**src/include/rf_wake_pkg.sv**
```systemverilog
// Purpose: shared constants and carriers for the network and wake-up configuration block
// Assumes: core clock of 10 MHz, binary commands delivered as parallel words
// Notes: every offset, reset value and timing figure lives here by name

package rf_wake_pkg;

  // ----------------------------------------
  // command codes
  // ----------------------------------------
  localparam logic [7:0] CMD_DELAY = 8'h03;
  localparam logic [7:0] CMD_LENGTH = 8'h0C;
  localparam logic [7:0] CMD_CHANNEL = 8'h11;
  localparam logic [7:0] CMD_VENDOR = 8'h27;

  // ----------------------------------------
  // reset values and ranges
  // ----------------------------------------
  localparam logic [15:0] DELAY_RST = 16'hFFFF;
  localparam logic [15:0] DELAY_NEVER = 16'hFFFF;
  localparam logic [7:0] LENGTH_RST = 8'h01;
  localparam logic [7:0] LENGTH_NONE = 8'h00;
  localparam logic [7:0] CHANNEL_RST = 8'h00;
  localparam logic [7:0] CHANNEL_MAX = 8'h06;
  localparam logic [15:0] VID_USER_MIN = 16'h0010;
  localparam logic [15:0] VID_USER_MAX = 16'h7FFF;
  localparam logic [15:0] VID_FACTORY_MIN = 16'h8000;
  // arbitrary neutral value
  localparam logic [15:0] VID_DFLT = 16'h3C5A;
  localparam logic [15:0] CNT_MAX = 16'hFFFF;
  localparam int HOP_SEQS = 7;

  // ----------------------------------------
  // timing
  // ----------------------------------------
  localparam int TICK_MS = 100;
  localparam int CLK_PERIOD_NS = 100;
  localparam int NS_PER_MS = 1000000;
  localparam int TICK_CYCLES_DFLT = TICK_MS * NS_PER_MS / CLK_PERIOD_NS;
  localparam int LISTEN_CYCLES = 32;

  // ----------------------------------------
  // carriers
  // ----------------------------------------
  typedef struct packed {
    logic [7:0] code;
    logic write;
    logic [15:0] data;
  } cmd_s;

  typedef struct packed {
    logic err;
    logic [15:0] data;
  } rsp_s;

  typedef struct packed {
    logic [15:0] network_vendor_value;
    logic [7:0] channel;
  } frame_hdr_s;

  typedef enum {TX_IDLE, TX_INIT, TX_DATA} tx_state_e;
  typedef enum {RX_AWAKE, RX_SLEEP, RX_LISTEN} rx_state_e;

endpackage : rf_wake_pkg

```
**src/unit_ticker.sv**
```systemverilog
// Purpose: one-cycle tick every CYCLES clocks, restartable
// Assumes: synchronous active-low reset
// Notes: clear restarts the period so the next tick is a full unit away
`timescale 1ns/1ps

module unit_ticker #(
  parameter int CYCLES = 1000000
) (
  // clock and reset
  input wire logic core_clk,
  input wire logic resetn,
  // control
  input wire logic clear,
  output logic tick
);

  localparam int W = $clog2(CYCLES + 1);
  localparam logic [W-1:0] LAST = W'(CYCLES - 1);

  logic [W-1:0] cnt_q;
  logic [W-1:0] cnt_d;

  // period counter next value
  always_comb begin
    if (clear || cnt_q == LAST) begin
      cnt_d = '0;
    end else begin
      cnt_d = cnt_q + W'(1);
    end
  end

  always_ff @(posedge core_clk) begin
    if (!resetn) begin
      cnt_q <= '0;
    end else begin
      cnt_q <= cnt_d;
    end
  end

  // tick is a one-cycle strobe, held low while clear is high
  assign tick = !clear && cnt_q == LAST;

endmodule : unit_ticker

```
**src/rf_network_wakeup_config.sv**
```systemverilog
// Purpose: hop channel, vendor ident and wake-up initializer control of the radio
// Assumes: commands arrive as parsed binary words; radio signals are synchronous
// Notes: counts of 100 ms units come from unit_ticker; TICK_CYCLES shortens them
`timescale 1ns/1ps

module rf_network_wakeup_config #(
  parameter int TICK_CYCLES = rf_wake_pkg::TICK_CYCLES_DFLT,
  parameter logic [15:0] VID_INIT = rf_wake_pkg::VID_DFLT
) (
  // clock and reset
  input wire logic core_clk,
  input wire logic resetn,
  // binary command port
  input wire logic cmd_valid,
  input wire rf_wake_pkg::cmd_s cmd,
  output logic rsp_valid,
  output rf_wake_pkg::rsp_s rsp,
  // network configuration to the radio
  output logic [7:0] hop_channel_select,
  output logic [rf_wake_pkg::HOP_SEQS-1:0] hop_sequence_sel,
  output rf_wake_pkg::frame_hdr_s tx_header,
  // transmit path
  input wire logic tx_pending,
  input wire logic tx_done,
  output logic tx_start,
  output logic init_active,
  output logic init_due,
  // receive filter
  input wire logic rx_hdr_valid,
  input wire rf_wake_pkg::frame_hdr_s rx_hdr,
  output logic rx_accept,
  output logic rx_discard,
  // receive sleep control
  input wire logic cyclic_sleep_en,
  input wire logic [15:0] inactivity_sleep_timeout,
  input wire logic [15:0] sleep_interval,
  input wire logic rx_activity,
  input wire logic init_detect,
  output logic low_power,
  output logic rx_listen
);

  // ----------------------------------------
  // helpers
  // ----------------------------------------
  // channel legality, used by the command path and the sequence decode
  function automatic logic chan_ok(input logic [7:0] c);
    chan_ok = c <= rf_wake_pkg::CHANNEL_MAX;
  endfunction : chan_ok

  function automatic logic [15:0] sat_inc(input logic [15:0] v);
    sat_inc = (v == rf_wake_pkg::CNT_MAX) ? v : v + 16'h0001;
  endfunction : sat_inc

  // ----------------------------------------
  // configuration registers and command port
  // ----------------------------------------
  logic [15:0] delay_q, delay_d;
  logic [7:0] length_q, length_d;
  logic [7:0] chan_q, chan_d;
  logic [15:0] vid_q, vid_d;
  logic rsp_valid_q, rsp_valid_d;
  rf_wake_pkg::rsp_s rsp_q, rsp_d;
  logic wr;

  assign wr = cmd_valid && cmd.write;

  // command decode and next configuration
  always_comb begin
    delay_d = delay_q;
    length_d = length_q;
    chan_d = chan_q;
    vid_d = vid_q;
    rsp_valid_d = cmd_valid;
    rsp_d = '0;
    if (cmd_valid) begin
      case (cmd.code)
        rf_wake_pkg::CMD_CHANNEL: begin
          rsp_d.data = {8'h00, chan_q};
          if (wr) begin
            if (cmd.data[15:8] == 8'h00 && chan_ok(cmd.data[7:0])) begin
              chan_d = cmd.data[7:0];
            end else begin
              rsp_d.err = 1'b1;
            end
          end
        end
        rf_wake_pkg::CMD_DELAY: begin
          rsp_d.data = delay_q;
          if (wr) begin
            delay_d = cmd.data;
          end
        end
        rf_wake_pkg::CMD_LENGTH: begin
          rsp_d.data = {8'h00, length_q};
          if (wr) begin
            if (cmd.data[15:8] == 8'h00) begin
              length_d = cmd.data[7:0];
            end else begin
              rsp_d.err = 1'b1;
            end
          end
        end
        rf_wake_pkg::CMD_VENDOR: begin
          rsp_d.data = vid_q;
          if (wr) begin
            // factory values lock the ident; users may only pick the low range
            if (vid_q < rf_wake_pkg::VID_FACTORY_MIN &&
                cmd.data >= rf_wake_pkg::VID_USER_MIN &&
                cmd.data <= rf_wake_pkg::VID_USER_MAX) begin
              vid_d = cmd.data;
            end else begin
              rsp_d.err = 1'b1;
            end
          end
        end
        default: begin
          rsp_d.err = 1'b1;
        end
      endcase
    end
  end

  always_ff @(posedge core_clk) begin
    if (!resetn) begin
      delay_q <= rf_wake_pkg::DELAY_RST;
      length_q <= rf_wake_pkg::LENGTH_RST;
      chan_q <= rf_wake_pkg::CHANNEL_RST;
      vid_q <= VID_INIT;
      rsp_valid_q <= 1'b0;
      rsp_q <= '0;
    end else begin
      delay_q <= delay_d;
      length_q <= length_d;
      chan_q <= chan_d;
      vid_q <= vid_d;
      rsp_valid_q <= rsp_valid_d;
      rsp_q <= rsp_d;
    end
  end

  assign rsp_valid = rsp_valid_q;
  assign rsp = rsp_q;
  assign hop_channel_select = chan_q;
  assign tx_header = '{network_vendor_value: vid_q, channel: chan_q};

  // ----------------------------------------
  // hop sequence select
  // ----------------------------------------
  // one sequence per channel
  genvar g;
  generate
    for (g = 0; g < rf_wake_pkg::HOP_SEQS; g++) begin : g_seq
      assign hop_sequence_sel[g] = chan_ok(chan_q) && chan_q == 8'(g);
    end
  endgenerate

  // ----------------------------------------
  // receive filter
  // ----------------------------------------
  logic rx_accept_q, rx_accept_d;
  logic rx_discard_q, rx_discard_d;
  logic hdr_match;

  assign hdr_match = rx_hdr.network_vendor_value == vid_q && rx_hdr.channel == chan_q;

  always_comb begin
    rx_accept_d = rx_hdr_valid && hdr_match;
    rx_discard_d = rx_hdr_valid && !hdr_match;
  end

  always_ff @(posedge core_clk) begin
    if (!resetn) begin
      rx_accept_q <= 1'b0;
      rx_discard_q <= 1'b0;
    end else begin
      rx_accept_q <= rx_accept_d;
      rx_discard_q <= rx_discard_d;
    end
  end

  assign rx_accept = rx_accept_q;
  assign rx_discard = rx_discard_q;

  // ----------------------------------------
  // transmit side: idle timer and initializer
  // ----------------------------------------
  rf_wake_pkg::tx_state_e tx_st_q, tx_st_d;
  logic [15:0] idle_q, idle_d;
  logic [7:0] init_left_q, init_left_d;
  logic tx_start_q, tx_start_d;
  logic tx_tick;
  logic tx_clear;
  logic due;

  // restart the unit on tx completion and whenever a send request leaves idle
  assign tx_clear = (tx_st_q == rf_wake_pkg::TX_DATA && tx_done) ||
                    (tx_st_q == rf_wake_pkg::TX_IDLE && tx_pending);

  unit_ticker #(
    .CYCLES(TICK_CYCLES)
  ) u_tx_tick (
    .core_clk(core_clk),
    .resetn(resetn),
    .clear(tx_clear),
    .tick(tx_tick)
  );

  // never due at the all-ones delay
  // due once the delay has passed
  assign due = delay_q != rf_wake_pkg::DELAY_NEVER && idle_q >= delay_q;

  always_comb begin
    tx_st_d = tx_st_q;
    idle_d = idle_q;
    init_left_d = init_left_q;
    tx_start_d = 1'b0;
    case (tx_st_q)
      rf_wake_pkg::TX_IDLE: begin
        if (tx_tick) begin
          idle_d = sat_inc(idle_q);
        end
        if (tx_pending) begin
          if (due && length_q != rf_wake_pkg::LENGTH_NONE) begin
            tx_st_d = rf_wake_pkg::TX_INIT;
            init_left_d = length_q;
          end else begin
            tx_st_d = rf_wake_pkg::TX_DATA;
            tx_start_d = 1'b1;
          end
        end
      end
      rf_wake_pkg::TX_INIT: begin
        if (tx_tick) begin
          init_left_d = init_left_q - 8'h01;
          if (init_left_q == 8'h01) begin
            tx_st_d = rf_wake_pkg::TX_DATA;
            tx_start_d = 1'b1;
          end
        end
      end
      rf_wake_pkg::TX_DATA: begin
        if (tx_done) begin
          tx_st_d = rf_wake_pkg::TX_IDLE;
          idle_d = '0;
        end
      end
      default: begin
        tx_st_d = rf_wake_pkg::TX_IDLE;
      end
    endcase
  end

  always_ff @(posedge core_clk) begin
    if (!resetn) begin
      tx_st_q <= rf_wake_pkg::TX_IDLE;
      idle_q <= '0;
      init_left_q <= '0;
      tx_start_q <= 1'b0;
    end else begin
      tx_st_q <= tx_st_d;
      idle_q <= idle_d;
      init_left_q <= init_left_d;
      tx_start_q <= tx_start_d;
    end
  end

  assign tx_start = tx_start_q;
  assign init_active = tx_st_q == rf_wake_pkg::TX_INIT;
  // flag only meaningful for sends that have not started yet
  assign init_due = due;

  // ----------------------------------------
  // receive side: cyclic sleep
  // ----------------------------------------
  rf_wake_pkg::rx_state_e rx_st_q, rx_st_d;
  logic [15:0] rx_cnt_q, rx_cnt_d;
  logic [7:0] lis_q, lis_d;
  logic rx_tick;
  logic rx_clear;

  // activity or a state change starts a fresh unit
  assign rx_clear = rx_activity || rx_st_d != rx_st_q;

  unit_ticker #(
    .CYCLES(TICK_CYCLES)
  ) u_rx_tick (
    .core_clk(core_clk),
    .resetn(resetn),
    .clear(rx_clear),
    .tick(rx_tick)
  );

  always_comb begin
    rx_st_d = rx_st_q;
    rx_cnt_d = rx_cnt_q;
    lis_d = lis_q;
    case (rx_st_q)
      rf_wake_pkg::RX_AWAKE: begin
        if (rx_activity) begin
          rx_cnt_d = '0;
        end else if (cyclic_sleep_en && rx_cnt_q >= inactivity_sleep_timeout) begin
          rx_st_d = rf_wake_pkg::RX_SLEEP;
          rx_cnt_d = '0;
        end else if (rx_tick) begin
          rx_cnt_d = sat_inc(rx_cnt_q);
        end
      end
      rf_wake_pkg::RX_SLEEP: begin
        if (!cyclic_sleep_en) begin
          rx_st_d = rf_wake_pkg::RX_AWAKE;
          rx_cnt_d = '0;
        end else if (rx_cnt_q >= sleep_interval) begin
          rx_st_d = rf_wake_pkg::RX_LISTEN;
          lis_d = '0;
        end else if (rx_tick) begin
          rx_cnt_d = sat_inc(rx_cnt_q);
        end
      end
      rf_wake_pkg::RX_LISTEN: begin
        if (init_detect || !cyclic_sleep_en) begin
          rx_st_d = rf_wake_pkg::RX_AWAKE;
          rx_cnt_d = '0;
        end else if (lis_q == 8'(rf_wake_pkg::LISTEN_CYCLES - 1)) begin
          rx_st_d = rf_wake_pkg::RX_SLEEP;
          rx_cnt_d = '0;
        end else begin
          lis_d = lis_q + 8'h01;
        end
      end
      default: begin
        rx_st_d = rf_wake_pkg::RX_AWAKE;
      end
    endcase
  end

  always_ff @(posedge core_clk) begin
    if (!resetn) begin
      rx_st_q <= rf_wake_pkg::RX_AWAKE;
      rx_cnt_q <= '0;
      lis_q <= '0;
    end else begin
      rx_st_q <= rx_st_d;
      rx_cnt_q <= rx_cnt_d;
      lis_q <= lis_d;
    end
  end

  assign low_power = rx_st_q == rf_wake_pkg::RX_SLEEP;
  assign rx_listen = rx_st_q == rf_wake_pkg::RX_LISTEN;

endmodule : rf_network_wakeup_config

```
**config.mk**
```make
export PLATFORM = sky130hd
export DESIGN_NAME = rf_network_wakeup_config
export DESIGN_NICKNAME = d
export VERILOG_FILES = /design/src/include/rf_wake_pkg.sv /design/src/unit_ticker.sv /design/src/rf_network_wakeup_config.sv
export SDC_FILE = /design/constraint.sdc
export NUM_CORES = 1
export LEC_CHECK = 0
export BUFFER_PORTS_ARGS = -buffer_cell sky130_fd_sc_hd__buf_2
export CAP_MARGIN = 20
export CORE_AREA = 4 4 160 162
export DETAILED_ROUTE_END_ITERATION = 16
export DIE_AREA = 0 0 164 166
export GPL_TIMING_DRIVEN = 1
export SETUP_SLACK_MARGIN = 0.3
export SYNTH_ARGS = -nofsm -noshare
export SYNTH_HDL_FRONTEND = slang
export SYNTH_HIERARCHICAL = 1
export SYNTH_SLANG_ARGS = --single-unit
```
**constraint.sdc**
```tcl
create_clock -name core_clk -period 4.7 [get_ports core_clk]
set_input_delay 0.47 -clock core_clk [delete_from_list [all_inputs] [get_ports core_clk]]
set_output_delay 0.47 -clock core_clk [all_outputs]
set_load 0.01 [all_outputs]
```
==> results by group <==
Synthesis
  – Yosys top cell by area: dfxtp_1
  – Synth Cell Area: 9540 µm²
  – Netlist cell types: 80
  – Syn_area_per_cell: 8.70 µm²
  – Main synth FF type: dfxtp_1
  – Yosys top cell area share: 40.1%
  – Synth async-reset ratio: 0%
  – Synth Instances: 1097
  – Seq/Total Area, Yosys: 40.1%
  – #FFs+latches synth: 191
  – Synth top area cells: dfxtp_1 40%, ha_1 7.2%, xnor2_1 4.8%
  – Synth Warn #: 6
  – EDFF count, synth: 0

GRT
  – Largest net degree at the start of global routing: 35
  – Global-route wire length before repair: 39300 µm
  – Gr usage total: 17.7%
  – Global route overflow: 0
  – Number of global-route vias before repair: 7720
  – Initial antenna violation count: 3

Detailed routing
  – Post-route ant nets: 0
  – DR iter-0 viols: 483
  – WL per Instance: 15.0 µm
  – Remaining DRCs: 0
  – 1st-pass router iterations: 6
  – Routed vias: 8192
  – DR vias/cell: 5.12
  – Final WL: 24000 µm

Floorplanning
  – Die height: 166 µm
  – Die width: 164 µm
  – Row Count: 57
  – Die footprint: 27200 µm²
  – Core Area: 24100 µm²
  – Initial core utilization: 39.6%
  – Ports: 154

Setup path
  – Crit Path Max Fanout: 5
  – Critical path type: register to register
  – Crit-path cells: inv_1, ha_1, nand2b_1, a2111oi_0, nor3_1, a22o_1, o21ai_0, nor3_1, nor3_1, o221ai_1, nor2_1, nand2_1, nor2_1, nand2_1, nor3_1, a31oi_1, a311oi_1
  – CP dominant cell by count: nor3_1
  – Worst r2r src: rx_cnt_q[0]
  – CP arrival: 4180 ps
  – Crit path buf inv count: 1
  – CP required: 5050 ps
  – CP peak stage delay: 400 ps
  – Slowest CP cell: dfxtp_1
  – Reg2reg path depth: 17
  – CP startpoint: rx_cnt_q[0]
  – Critical Path Start Type: register
  – Crit path max-delay family: simple AND/OR/NAND/NOR gates
  – CP Capture Type: register
  – Cell depth of the worst setup path: 17

Finish
  – Fill count: 2439
  – Area Overhead vs Synth: 17.7%
  – Number of nets in the layout: 1406
  – Proportion of layout cells with a drive suffix above 1: 16.5%

Timing
  – Setup TNS: 0 ps
  – Final WS setup: 865 ps
  – FMAX: 261 MHz
  – Hold Worst Slack: 279 ps
  – Post-route minimum period: 3840 ps
  – Unrepaired setup endpoints after global routing: no
  – Least-Margin Pin Slew: 1050 ps
  – Crit share post-route: 81.6%
  – Setup violators final: 0
  – Clk_skew: 17.0 ps
  – Slew Limit Fails: 0
  – Slew HR: 29.7%
  – Final Hold Fails: 0

Placement
  – Post-detail-place hpwl: 18500 µm
  – Port Buffers: 153
  – Post-place setup slack: 799 ps
  – Routability cong.: 0.874

Min path
  – HP Class: primary input to register
  – Hold Startpoint: cmd[10]
  – Hold path cells: 3

Pwr
  – VDD IR-drop max: 0.294 mV
  – Power Dens Cells: 286 nW/µm²
  – Leakage: 4.83 nW

CTS
  – Resized Gates After CTS: 0
  – Root Driver: clkbuf_16
  – Hold Buf Count CTS: 0
  – H-tree levels: 4
  – Inserted Clock Buffers: 17
  – CTS tree: built
  – CTS Buffer Depth: 2
  – Setup bufs post-CTS: 0
  – Worst-Skew Late Latency: 440 ps
  – CTS clk-pin slew, worst paths: 80 ps
  – Clock sinks: 191

Run
  – Count of maximum capacitance violations: 0

Status
  – Status: finished, final reports clean
-- path summary, 6_finish.rpt --
check                  endpoint  slack [ps]
min reg2reg  u_tx_tick/cnt_q[0]         470
min                   vid_q[10]         280
max reg2reg        rx_cnt_q[15]         860
max                rx_cnt_q[15]         860
-- cell usage after synthesis, types with 9 or more instances --
cell / instances
a21o_1: 9
a21oi_1: 40
a22oi_1: 9
and3_1: 16
clkbuf_1: 25
dfxtp_1: 191
ha_1: 55
inv_1: 71
mux2i_1: 32
nand2_1: 93
nand2b_1: 12
nand3_1: 36
nand4_1: 39
nor2_1: 120
nor2b_1: 23
nor3_1: 36
nor4_1: 29
o211ai_1: 21
o21ai_0: 28
or3_1: 10
xnor2_1: 52
xor2_1: 29
-- routing by layer --
metal	track usage (%)	routed length [µm]
met5	0	27
met4	5.94	561
met3	3.18	1100
met2	28.6	10900
met1	23.8	11400
-- registers in the layout (all words and copies together) (netlist names) --
name and count:
u_rx_tick/cnt_q 20, delay_q 16, rsp 17, tx_st_q 2, hop_channel_select 8, init_left_q 8
rsp_valid 1, rx_accept 1, u_tx_tick/cnt_q 20, rx_discard 1, vid_q 16, idle_q 16
rx_cnt_q 16, lis_q 8, tx_start 1, length_q 8, rx_st_q 32
-- layout make-up --
| type | instances | area (µm²) | area share (%) |
|---|---|---|---|
| Inverter | 72 | 270 | 2.41 |
| Clock buffer | 18 | 429 | 3.82 |
| Multi-Input combinational cell | 821 | 5340 | 47.5 |
| Sequential cell | 191 | 3820 | 34.0 |
| Antenna cell | 1 | 2.50 | 0.0223 |
| Tap cell | 324 | 405 | 3.61 |
| Timing Repair Buffer | 158 | 803 | 7.15 |
| Clock inverter | 14 | 168 | 1.49 |
-- stage by stage --
stage               total power [mW]  cell area (µm²)  std cells  utilization, %
floorplan                       1.76             9650       1126               -
global placement                1.83            10600       1565            44.1
detailed placement              1.83            10600       1565            44.1
CTS                             3.26            11200       1597            46.6
global route                    3.36            11200       1599            46.6
finish                          3.22            11200       1599            46.6
-- power breakdown --
part / switching [mW] / total, mW / internal [mW] / leakage, nW
Clock: 0.708 / 1.43 / 0.718 / 0.289
Sequential: 0.00782 / 1.64 / 1.64 / 1.55
Combinational: 0.0817 / 0.146 / 0.0643 / 2.99
Total: 0.797 / 3.22 / 2.42 / 4.83
-- layout by cell type (no fill, tap or decap), types with 30 or more instances in the layout --
cell type,netlist,final
conb_1,1,30
nand4_1,39,39
nor3_1,36,36
ha_1,55,55
nor2_1,120,120
nand2_1,93,93
a21oi_1,40,40
mux2i_1,32,32
buf_2,4,153
nand3_1,36,36
xnor2_1,52,52
dfxtp_1,191,191
inv_1,71,71
-- cells by family (layout without fill, tap and decap cells) --
| family | after synthesis | in the layout | synth area share (%) |
|---|---|---|---|
| multiplexers | 32 | 32 | 3.36 |
| other | 1 | 31 | 0.0393 |
| buffers and inverters | 114 | 262 | 5.18 |
| adder cells (fa/ha/maj) | 55 | 55 | 7.21 |
| AO/OA/AOI/OAI | 162 | 162 | 11.6 |
| XOR/XNOR | 81 | 81 | 7.43 |
| flip-flops | 191 | 191 | 40.1 |
| AND/OR/NAND/NOR | 461 | 461 | 25.1 |
-- tightest hold or removal path, stage by stage --
cell     delay [ps]
buf_2           110
mux2i_1          60
nand2_1          50
No activity file was read; power rests on OpenSTA's default activity.
